**src/hw/rst_seq_pkg.sv**
```systemverilog
// constants and types for the device reset sequencer
package rst_seq_pkg;

   // ----------------------------------------------------------------
   // register map (byte addresses, one 32-bit word each)
   // ----------------------------------------------------------------
   localparam logic [7:0] ADDR_RESET_CONTROL = 8'h00;
   localparam logic [7:0] ADDR_SEQ_STATUS    = 8'h04;

   // reset control register fields
   localparam int BIT_BROWNOUT_FLAG = 0;
   localparam int BIT_POWER_ON_FLAG = 1;
   localparam int BIT_SW_BOR_EN     = 6;

   // seq status register fields
   localparam int BIT_ST_RESET      = 0;
   localparam int BIT_ST_BOR_ACTIVE = 1;
   localparam int BIT_ST_PIN_INPUT  = 2;

   // ----------------------------------------------------------------
   // brown-out modes
   // ----------------------------------------------------------------
   localparam logic [1:0] BOR_MODE_OFF   = 2'h0;
   localparam logic [1:0] BOR_MODE_SW    = 2'h1;
   localparam logic [1:0] BOR_MODE_NOSLP = 2'h2;
   localparam logic [1:0] BOR_MODE_HW    = 2'h3;

   // ----------------------------------------------------------------
   // timing
   // ----------------------------------------------------------------
   localparam int CLK_MHZ             = 100;
   localparam int POWERUP_TIMER_BITS           = 11;
   localparam int POWERUP_TIMER_PERIODS        = 2048;
   localparam int OST_CYCLES          = 1024;
   localparam int PLL_LOCK_US         = 2000;
   localparam int PLL_LOCK_CYCLES     = PLL_LOCK_US * CLK_MHZ;
   localparam int PIN_FILTER_NS       = 100;
   localparam int PIN_FILTER_CYCLES   = (PIN_FILTER_NS * CLK_MHZ + 999) / 1000;
   localparam int BOR_MIN_NS          = 200;
   localparam int BOR_MIN_CYCLES      = (BOR_MIN_NS * CLK_MHZ + 999) / 1000;

   typedef enum logic [2:0] {
      ST_HOLD,
      ST_POWERUP_TIMER,
      ST_OST,
      ST_PLL,
      ST_RUN
   } seq_state_t;

endpackage

```
**src/hw/device_reset_sequencer.sv**
```systemverilog
// reset sources, power-up timers and reset-cause flags with a wishbone slave
//
// Behaviour
// - pin low resets, short pulses filtered
// - pin never driven by internal reset
// - pin disabled: plain digital input only
// - power-on detect produces power-on reset
// - power-on flag cleared by power-on only
// - two-bit mode selects brown-out behaviour
// - drop longer than minimum causes reset
// - held while supply below threshold
// - power-up timer runs after supply recovers
// - brown-out during timer restarts full delay
// - brown-out and timer enabled independently
// - software enable only in mode 01
// - threshold always from configuration bits
// - brown-out flag cleared on brown-out/power-on
// - mode 10 disables brown-out during sleep
// - three timers: powerup, oscillator, pll lock
// - power-up timer counts 2048 slow periods
// - timer disable bit clear enables timer
// - oscillator timer 1024 cycles, crystal modes
// - pll lock delay follows oscillator timer
`timescale 1ns/1ps

module device_reset_sequencer
   import rst_seq_pkg::*;
#(
   parameter int POWERUP_TIMER_DIV        = 3200,
   parameter int PLL_LOCK_CNT    = PLL_LOCK_CYCLES,
   parameter int FILTER_CNT      = PIN_FILTER_CYCLES,
   parameter int BOR_CNT         = BOR_MIN_CYCLES
) (
   input  wire logic        mclk,
   input  wire logic        sys_rst,
   // pins and analog comparators
   input  wire logic        ext_reset_n_pin,
   output logic             ext_reset_pin_oe,
   output logic             ext_reset_pin_o,
   output logic             ext_pin_din,
   input  wire logic        supply_below_bor,
   input  wire logic        slow_osc_tick,
   input  wire logic        xtal_osc_tick,
   // configuration
   input  wire logic        ext_reset_pin_enable,
   input  wire logic [1:0]  brownout_mode_cfg,
   input  wire logic [1:0]  brownout_level_cfg,
   input  wire logic        powerup_timer_disable_n,
   input  wire logic        xtal_mode,
   input  wire logic        pll_enable,
   input  wire logic        sleep_mode,
   // outputs
   output logic             device_reset,
   output logic [1:0]       bor_level_sel,
   output logic             bor_detector_en,
   // wishbone
   input  wire logic [7:0]  wb_adr_i,
   input  wire logic [31:0] wb_dat_i,
   output logic [31:0]      wb_dat_o,
   input  wire logic [3:0]  wb_sel_i,
   input  wire logic        wb_we_i,
   input  wire logic        wb_cyc_i,
   input  wire logic        wb_stb_i,
   output logic             wb_ack_o,
   output logic             wb_err_o
);

   localparam int FW  = $clog2(FILTER_CNT + 1);
   localparam int BW  = $clog2(BOR_CNT + 1);
   localparam int DW  = $clog2(POWERUP_TIMER_DIV + 1);
   localparam int LW  = $clog2(PLL_LOCK_CNT + 1);
   localparam int OW  = $clog2(OST_CYCLES + 1);

   // ----------------------------------------------------------------
   // synchronisers
   // ----------------------------------------------------------------
   logic [3:0] s1_q;
   logic [3:0] s2_q;
   logic [3:0] raw_in;
   assign raw_in = {xtal_osc_tick, slow_osc_tick, supply_below_bor, ext_reset_n_pin};

   always_ff @(posedge mclk or posedge sys_rst) begin
      if (sys_rst) begin
         // pin and supply park high, ticks low to match their edge registers
         s1_q <= 4'h3;
         s2_q <= 4'h3;
      end else begin
         s1_q <= raw_in;
         s2_q <= s1_q;
      end
   end

   logic pin_s;
   logic below_s;
   logic slow_s;
   logic xtal_s;
   assign pin_s   = s2_q[0];
   assign below_s = s2_q[1];
   assign slow_s  = s2_q[2];
   assign xtal_s  = s2_q[3];

   // edge detect on the oscillator ticks
   logic slow_d_q;
   logic xtal_d_q;
   logic slow_edge;
   logic xtal_edge;
   assign slow_edge = slow_s & ~slow_d_q;
   assign xtal_edge = xtal_s & ~xtal_d_q;

   // ----------------------------------------------------------------
   // pin noise filter
   // ----------------------------------------------------------------
   // the filtered level only moves after a stable run; glitches reset the count
   logic [FW-1:0] flt_cnt_q;
   logic          pin_flt_q;
   logic          flt_same;
   logic          flt_done;
   assign flt_same = (pin_s == pin_flt_q);
   assign flt_done = (flt_cnt_q == FW'(FILTER_CNT));

   always_ff @(posedge mclk or posedge sys_rst) begin
      if (sys_rst) begin
         flt_cnt_q <= '0;
         pin_flt_q <= 1'b1;
      end else if (flt_same) begin
         flt_cnt_q <= '0;
      end else if (flt_done) begin
         flt_cnt_q <= '0;
         pin_flt_q <= pin_s;
      end else begin
         flt_cnt_q <= flt_cnt_q + FW'(1);
      end
   end

   logic pin_reset;
   assign pin_reset = ext_reset_pin_enable & ~pin_flt_q;

   // ----------------------------------------------------------------
   // brown-out enable and detection
   // ----------------------------------------------------------------
   logic sw_bor_en_q;
   logic bor_en;
   always_comb begin
      unique case (brownout_mode_cfg)
         BOR_MODE_OFF:   bor_en = 1'b0;
         BOR_MODE_SW:    bor_en = sw_bor_en_q;
         BOR_MODE_NOSLP: bor_en = ~sleep_mode;
         BOR_MODE_HW:    bor_en = 1'b1;
      endcase
   end

   // only a drop outlasting the minimum counts; it then holds until recovery
   logic [BW-1:0] bor_cnt_q;
   logic          bor_act_q;
   logic          bor_cnt_done;
   assign bor_cnt_done = (bor_cnt_q == BW'(BOR_CNT));

   always_ff @(posedge mclk or posedge sys_rst) begin
      if (sys_rst) begin
         bor_cnt_q <= '0;
         bor_act_q <= 1'b0;
      end else if (!bor_en || !below_s) begin
         bor_cnt_q <= '0;
         bor_act_q <= 1'b0;
      end else if (bor_cnt_done) begin
         bor_act_q <= 1'b1;
      end else begin
         bor_cnt_q <= bor_cnt_q + BW'(1);
      end
   end

   // ----------------------------------------------------------------
   // sequencer: power-up timer, oscillator timer, pll lock
   // ----------------------------------------------------------------
   // sys_rst is the power-on detector output; everything restarts from it
   logic       src_active;
   assign src_active = pin_reset | bor_act_q;

   seq_state_t      st_q;
   logic [DW-1:0]   div_q;
   logic [POWERUP_TIMER_BITS-1:0] powerup_timer_q;
   logic [OW-1:0]   ost_q;
   logic [LW-1:0]   pll_q;
   logic            por_seen_q;
   logic            div_wrap;
   logic            powerup_timer_done;
   logic            ost_done;
   logic            pll_done;
   assign div_wrap  = (div_q == DW'(POWERUP_TIMER_DIV - 1)) & slow_edge;
   assign powerup_timer_done = div_wrap & (powerup_timer_q == POWERUP_TIMER_BITS'(POWERUP_TIMER_PERIODS - 1));
   assign ost_done  = xtal_edge & (ost_q == OW'(OST_CYCLES - 1));
   assign pll_done  = (pll_q == LW'(PLL_LOCK_CNT - 1));

   // slow oscillator is modelled as a tick; the divider turns POWERUP_TIMER_DIV ticks into one period
   logic powerup_timer_skip;
   assign powerup_timer_skip = powerup_timer_disable_n;

   seq_state_t after_powerup_timer;
   seq_state_t after_ost;
   assign after_ost  = pll_enable ? ST_PLL : ST_RUN;
   assign after_powerup_timer = xtal_mode ? ST_OST : after_ost;

   // edge registers share the tick reset level, so no false edge after reset
   always_ff @(posedge mclk or posedge sys_rst) begin
      if (sys_rst) begin
         slow_d_q <= 1'b0;
         xtal_d_q <= 1'b0;
      end else begin
         slow_d_q <= slow_s;
         xtal_d_q <= xtal_s;
      end
   end

   // ----------------------------------------------------------------
   // timer counters
   // ----------------------------------------------------------------
   // any source or hold wipes every timer, so a new drop reruns the full delay
   logic timers_clr;
   logic run_powerup_timer;
   logic run_ost;
   logic run_pll;
   assign timers_clr = (st_q == ST_HOLD) | src_active;
   assign run_powerup_timer   = (st_q == ST_POWERUP_TIMER);
   assign run_ost    = (st_q == ST_OST);
   assign run_pll    = (st_q == ST_PLL);

   always_ff @(posedge mclk or posedge sys_rst) begin
      if (sys_rst) begin
         div_q <= '0;
      end else if (timers_clr) begin
         div_q <= '0;
      end else if (run_powerup_timer && slow_edge) begin
         div_q <= div_wrap ? '0 : div_q + DW'(1);
      end
   end

   always_ff @(posedge mclk or posedge sys_rst) begin
      if (sys_rst) begin
         powerup_timer_q <= '0;
      end else if (timers_clr) begin
         powerup_timer_q <= '0;
      end else if (run_powerup_timer && div_wrap) begin
         powerup_timer_q <= powerup_timer_q + POWERUP_TIMER_BITS'(1);
      end
   end

   always_ff @(posedge mclk or posedge sys_rst) begin
      if (sys_rst) begin
         ost_q <= '0;
      end else if (timers_clr) begin
         ost_q <= '0;
      end else if (run_ost && xtal_edge) begin
         ost_q <= ost_q + OW'(1);
      end
   end

   always_ff @(posedge mclk or posedge sys_rst) begin
      if (sys_rst) begin
         pll_q <= '0;
      end else if (timers_clr) begin
         pll_q <= '0;
      end else if (run_pll) begin
         pll_q <= pll_q + LW'(1);
      end
   end

   // each stage leaves only on its own done; a source drops back to hold
   always_ff @(posedge mclk or posedge sys_rst) begin
      if (sys_rst) begin
         st_q <= ST_HOLD;
      end else if (src_active) begin
         st_q <= ST_HOLD;
      end else begin
         unique case (st_q)
            ST_HOLD: st_q <= powerup_timer_skip ? after_powerup_timer : ST_POWERUP_TIMER;
            ST_POWERUP_TIMER: st_q <= powerup_timer_done ? after_powerup_timer : ST_POWERUP_TIMER;
            ST_OST:  st_q <= ost_done ? after_ost : ST_OST;
            ST_PLL:  st_q <= pll_done ? ST_RUN : ST_PLL;
            ST_RUN:  st_q <= ST_RUN;
            default: st_q <= ST_HOLD;
         endcase
      end
   end

   // ----------------------------------------------------------------
   // wishbone decode
   // ----------------------------------------------------------------
   logic wb_req;
   logic hit_ctl;
   logic hit_st;
   logic wr_ctl;
   // answers are registered, so a request is answered one cycle after it is taken
   assign wb_req  = wb_cyc_i & wb_stb_i & ~wb_ack_o & ~wb_err_o;
   assign hit_ctl = (wb_adr_i == ADDR_RESET_CONTROL);
   assign hit_st  = (wb_adr_i == ADDR_SEQ_STATUS);
   assign wr_ctl  = wb_req & wb_we_i & hit_ctl & wb_sel_i[0];

   // ----------------------------------------------------------------
   // reset-cause flags
   // ----------------------------------------------------------------
   logic por_flag_q;
   logic bor_flag_q;
   logic bor_event;
   assign bor_event = bor_act_q;

   always_ff @(posedge mclk or posedge sys_rst) begin
      if (sys_rst) begin
         por_flag_q  <= 1'b0;
         bor_flag_q  <= 1'b0;
         sw_bor_en_q <= 1'b1;
         por_seen_q  <= 1'b0;
      end else begin
         por_seen_q <= 1'b1;
         if (wr_ctl && wb_dat_i[BIT_POWER_ON_FLAG]) begin
            por_flag_q <= 1'b1;
         end
         // brown-out wins over a same-cycle software set
         if (bor_event) begin
            bor_flag_q <= 1'b0;
         end else if (wr_ctl && wb_dat_i[BIT_BROWNOUT_FLAG]) begin
            bor_flag_q <= 1'b1;
         end
         if (wr_ctl && brownout_mode_cfg == BOR_MODE_SW) begin
            sw_bor_en_q <= wb_dat_i[BIT_SW_BOR_EN];
         end
      end
   end

   // ----------------------------------------------------------------
   // read mux and outputs
   // ----------------------------------------------------------------
   logic [31:0] ctl_word;
   logic [31:0] st_word;
   logic [31:0] rd_word;
   logic        sw_bit_vis;
   assign sw_bit_vis = sw_bor_en_q & (brownout_mode_cfg == BOR_MODE_SW);
   always_comb begin
      ctl_word = '0;
      ctl_word[BIT_POWER_ON_FLAG] = por_flag_q;
      ctl_word[BIT_BROWNOUT_FLAG] = bor_flag_q;
      ctl_word[BIT_SW_BOR_EN]     = sw_bit_vis;
      st_word = '0;
      st_word[BIT_ST_RESET]      = (st_q != ST_RUN);
      st_word[BIT_ST_BOR_ACTIVE] = bor_act_q;
      st_word[BIT_ST_PIN_INPUT]  = pin_s;
   end
   assign rd_word = hit_ctl ? ctl_word : (hit_st ? st_word : 32'h0000_0000);

   always_ff @(posedge mclk or posedge sys_rst) begin
      if (sys_rst) begin
         wb_ack_o         <= 1'b0;
         wb_err_o         <= 1'b0;
         wb_dat_o         <= '0;
         device_reset     <= 1'b1;
         ext_reset_pin_oe <= 1'b0;
         ext_reset_pin_o  <= 1'b0;
         ext_pin_din      <= 1'b1;
         bor_level_sel    <= 2'h0;
         bor_detector_en  <= 1'b0;
      end else begin
         wb_ack_o         <= wb_req & (hit_ctl | hit_st);
         wb_err_o         <= wb_req & ~(hit_ctl | hit_st);
         wb_dat_o         <= wb_req ? rd_word : 32'h0000_0000;
         device_reset     <= ~por_seen_q | (st_q != ST_RUN) | src_active;
         // pin stays input-only; no internal reset ever pulls it low
         ext_reset_pin_oe <= 1'b0;
         ext_reset_pin_o  <= 1'b0;
         ext_pin_din      <= ext_reset_pin_enable ? 1'b1 : pin_s;
         bor_level_sel    <= brownout_level_cfg;
         bor_detector_en  <= bor_en;
      end
   end

endmodule

```
**config.mk**
```make
export PLATFORM = sky130hd
export DESIGN_NAME = device_reset_sequencer
export DESIGN_NICKNAME = d
export VERILOG_FILES = /design/src/hw/rst_seq_pkg.sv /design/src/hw/device_reset_sequencer.sv
export SDC_FILE = /design/constraint.sdc
export NUM_CORES = 1
export LEC_CHECK = 0
export BUFFER_PORTS_ARGS = -buffer_cell sky130_fd_sc_hd__buf_2
export CAP_MARGIN = 20
export CORE_MARGIN = 1
export CORE_UTILIZATION = 56
export CTS_BUF_LIST = sky130_fd_sc_hd__clkbuf_8
export DETAILED_ROUTE_END_ITERATION = 12
export PLACE_DENSITY = 0.89
export SLEW_MARGIN = 15
export SYNTH_ARGS = -nofsm -noshare
export SYNTH_HDL_FRONTEND = slang
export SYNTH_SLANG_ARGS = --single-unit
```
**constraint.sdc**
```tcl
create_clock -name mclk -period 3.11 [get_ports mclk]
set_clock_uncertainty 0.05 [all_clocks]
set_input_delay 0.1555 -clock mclk [delete_from_list [all_inputs] [get_ports mclk]]
set_output_delay 0.1555 -clock mclk [all_outputs]
set_load 0.01 [all_outputs]
```
==> metrics.yaml <==
status: "complete, no violations"
swShare_pct: 26.7
hold_violations: 0
ant_nets: 0
hpwlAfterDp_um: 5950
hold_class: "input pin to flip-flop"
fin_nets: 580
cellInternalPower_mw: 1.68
clkLatencyLatePin_ps: 370
cts_buffer_depth: 2
end_kind: "flip-flop"
grt_pass1_vias: 3379
die-height_um: 92.1
power_frac_clock_pct: 36.5
yosys.area.top_type: "dfrtp_1"
initial_core_util_pct: 58.5
min_period_over_period_pct: 76.9
final_cells: 617
grt_usage_pct: 23.1
ys_ff_latch: 91
clock.fmax_mhz: 418
slew_viol_final: 0
synth_edf_count: 0
core-area_sq_um: 7770
dp.cells: 588
cap_violations: 0
syn_area_sq_um: 4540
crit_required_ps: 3290
gp_congestion: 0.884
overflow: 0
synth_cells: 456
r2r.worst_path.cells: 6
fillers: 578
grt_first_pass_wirelength_um: 15300
startpoint_type: "flip-flop"
critPathCapture: "div_q[2]$_DFFE_PP0P_"
numPortBuffers: 40
synth_area_leaders: "dfrtp_1 (46%), buf_4 (5.1%), nor2_1 (5.0%), xor2_1 (4.8%), dfstp_2 (4.6%)"
setup_viol: 0
clk_pin_slew_ps: 90
h-tree-depth: 3
seq_area_frac_synth_pct: 50.3
path_max_fanout: 9
ys_warn_count: 0
synth_top_area_share_pct: 45.7
worst_slew_pin_slew_ps: 674
combPwrFrac_pct: 9.8
drt_wl_total_um: 9130
slew_headroom_pct: 55.0
cts_buffers: 9
num_io_pins: 103
power.density_nw_per_um2: 453
area_growth_pct: 11.6
rsz0062_at_grt: "false"
pwr-share-seq_pct: 53.7
cts.sinks: 91
antenna_found_initial: 0
reg2reg_from: "div_q[0]$_DFFE_PP0P_"
crit_arrival_ps: 2570
grt_max_degree: 41
dr.pass1.iters: 4
async_flop_share_pct: 100
ys_types: 52
drtIter0Drc: 325
die_x_um: 92.1
r2r_end: "div_q[2]$_DFFE_PP0P_"
p_sw_uw: 614
die-area_sq_um: 8480
via_per_inst: 5.62
synth_ff_type: "dfrtp_1"
post_cts_buffers: 0
crit_type: "flip-flop to flip-flop"
vias: 3468
drc_errors: 0
power.leakage_nw: 2.23
root_buffer: "clkbuf_8"
antenna_cells: 0
synth_area_per_cell_sq_um: 9.96
fin_crit_ps: 2390
startpoint: "div_q[0]$_DFFE_PP0P_"
drive_gt1_share_pct: 16.1
rows: 32
reg2reg_slack_ps: 720
setup_tns_ps: 0
ir_worst_vdd_mv: 0.411
wire_per_inst_um: 14.8
cts_tree: "built"
cts-resized-gates: 0
metal layers:
metal,routed length [um],share of wire (%),vias up,GRT usage (%)
li1,-,-,1618,-
met1,3720,41,1730,28.5
met2,4870,53,98,39.2
met3,342,3.7,22,4.89
met4,203,2.2,0,10.2
met5,0,0,-,0
power by group through the flow:
stage / logic [mW] / clock network, mW / registers [mW]
after global placement: 0.201 / 0 / 1.25
after floorplan: 0.181 / 0 / 1.25
after CTS: 0.224 / 0.843 / 1.23
final: 0.225 / 0.838 / 1.23
after global routing: 0.250 / 0.899 / 1.24
after detailed placement: 0.209 / 0 / 1.26
flip-flops by register name, summed over array words and instances, names as in the netlist, 2 cells and up:
register	flops
s2_q	4
ost_q	11
s1_q	4
wb_dat_o	4
bor_level_sel	2
bor_cnt_q	5
div_q	12
flt_cnt_q	4
powerup_timer_q	11
st_q	3
pll_q	18
cell usage in the layout, fill, tap and decap left out, types with 3 or more instances in the layout:
cell / n
conb_1: 31
nand3b_1: 4
or3_1: 9
nand3_1: 19
nand2b_1: 6
o2111ai_1: 6
a21oi_1: 21
clkinv_4: 4
nor2_1: 60
xor2_1: 25
or2_2: 3
and2_1: 3
clkbuf_8: 10
xnor2_1: 20
nor3_1: 14
buf_4: 5
dlygate4sd3_1: 13
and4_1: 3
dfstp_2: 8
nand2_1: 26
ha_1: 8
buf_2: 40
o21ai_0: 10
and3_1: 10
nor2b_1: 3
dfrtp_1: 83
nand4_1: 16
nor4_1: 8
inv_1: 12
cell type report:
cell class / instances / area, sq um / area share [%]
Sequential cell: 91 / 2290 / 45.1
Multi-Input combinational cell: 337 / 2030 / 40.0
Timing Repair Buffer: 58 / 368 / 7.25
Clock buffer: 10 / 138 / 2.71
Tap cell: 102 / 128 / 2.52
Clock inverter: 6 / 73.8 / 1.46
Inverter: 13 / 50.0 / 0.987
synthesized netlist by cell type, drive strengths merged (3+ instances only):
master / count
nor4: 8
nand3: 19
xor2: 25
nor3: 14
dfstp: 8
dfrtp: 83
and4: 4
inv: 13
o2111ai: 6
or4: 3
or2: 3
buf: 41
ha: 8
nand2: 26
or3: 9
nand4: 17
and3: 10
nor2: 60
nor2b: 3
nor3b: 3
nand2b: 6
and2: 3
nand3b: 4
xnor2: 20
or3b: 3
clkbuf: 3
a21oi: 22
o21ai: 10
worst max-delay path, stage by stage, from the launching register on:
cell and delay, ps:
dfrtp_1 400, ha_1 210, and4_1 340, nand4_1 370
or2_2 450, nand2b_1 330, nor2_1 110
metrics by stage:
stage / total power, mW / utilization, % / area [sq um] / hold WS (ps) / setup slack, ps
6_report: 2.30 / 65.3 / 5070 / 47.8 / 718
5_1_grt: 2.39 / 65.3 / 5070 / 45.4 / 558
4_1_cts: 2.30 / 65.3 / 5070 / 23.2 / 735
3_5_place_dp: 1.47 / 60.9 / 4730 / 215 / 828
3_3_place_gp: 1.45 / 60.9 / 4730 / 213 / 884
2_1_floorplan: 1.43 / - / 4650 / 110 / 554
logic make-up after synthesis:
group	synth area share (%)
AND/OR/NAND/NOR	24.0
flip-flops	50.3
buffers and inverters	7.41
AO/OA/AOI/OAI	6.28
XOR/XNOR	8.68
adder cells (fa/ha/maj)	2.20
multiplexers	0.936
other	0.165
worst min path at each step:
stage | endpoint | from | depth (start not counted)
CTS | wb_dat_o[6]$_DFF_PP0_ | brownout_mode_cfg[1] | 3
detailed placement | flt_cnt_q[3]$_DFF_PP0_ | sys_rst | 2
global route | st_q[0]$_DFF_PP0_ | pll_enable | 3
finish | st_q[0]$_DFF_PP0_ | pll_enable | 3
global placement | flt_cnt_q[3]$_DFF_PP0_ | sys_rst | 2
floorplan | s1_q[0]$_DFF_PP1_ | ext_reset_n_pin | 0
what timing repair did:
action | 4_1_cts | 5_1_grt
hold buffers | 13 | 0
endpoints found under the setup margin | 0 | 0
hold endpoints to repair | 43 | 0
No activity file was read; power rests on OpenSTA's default activity.
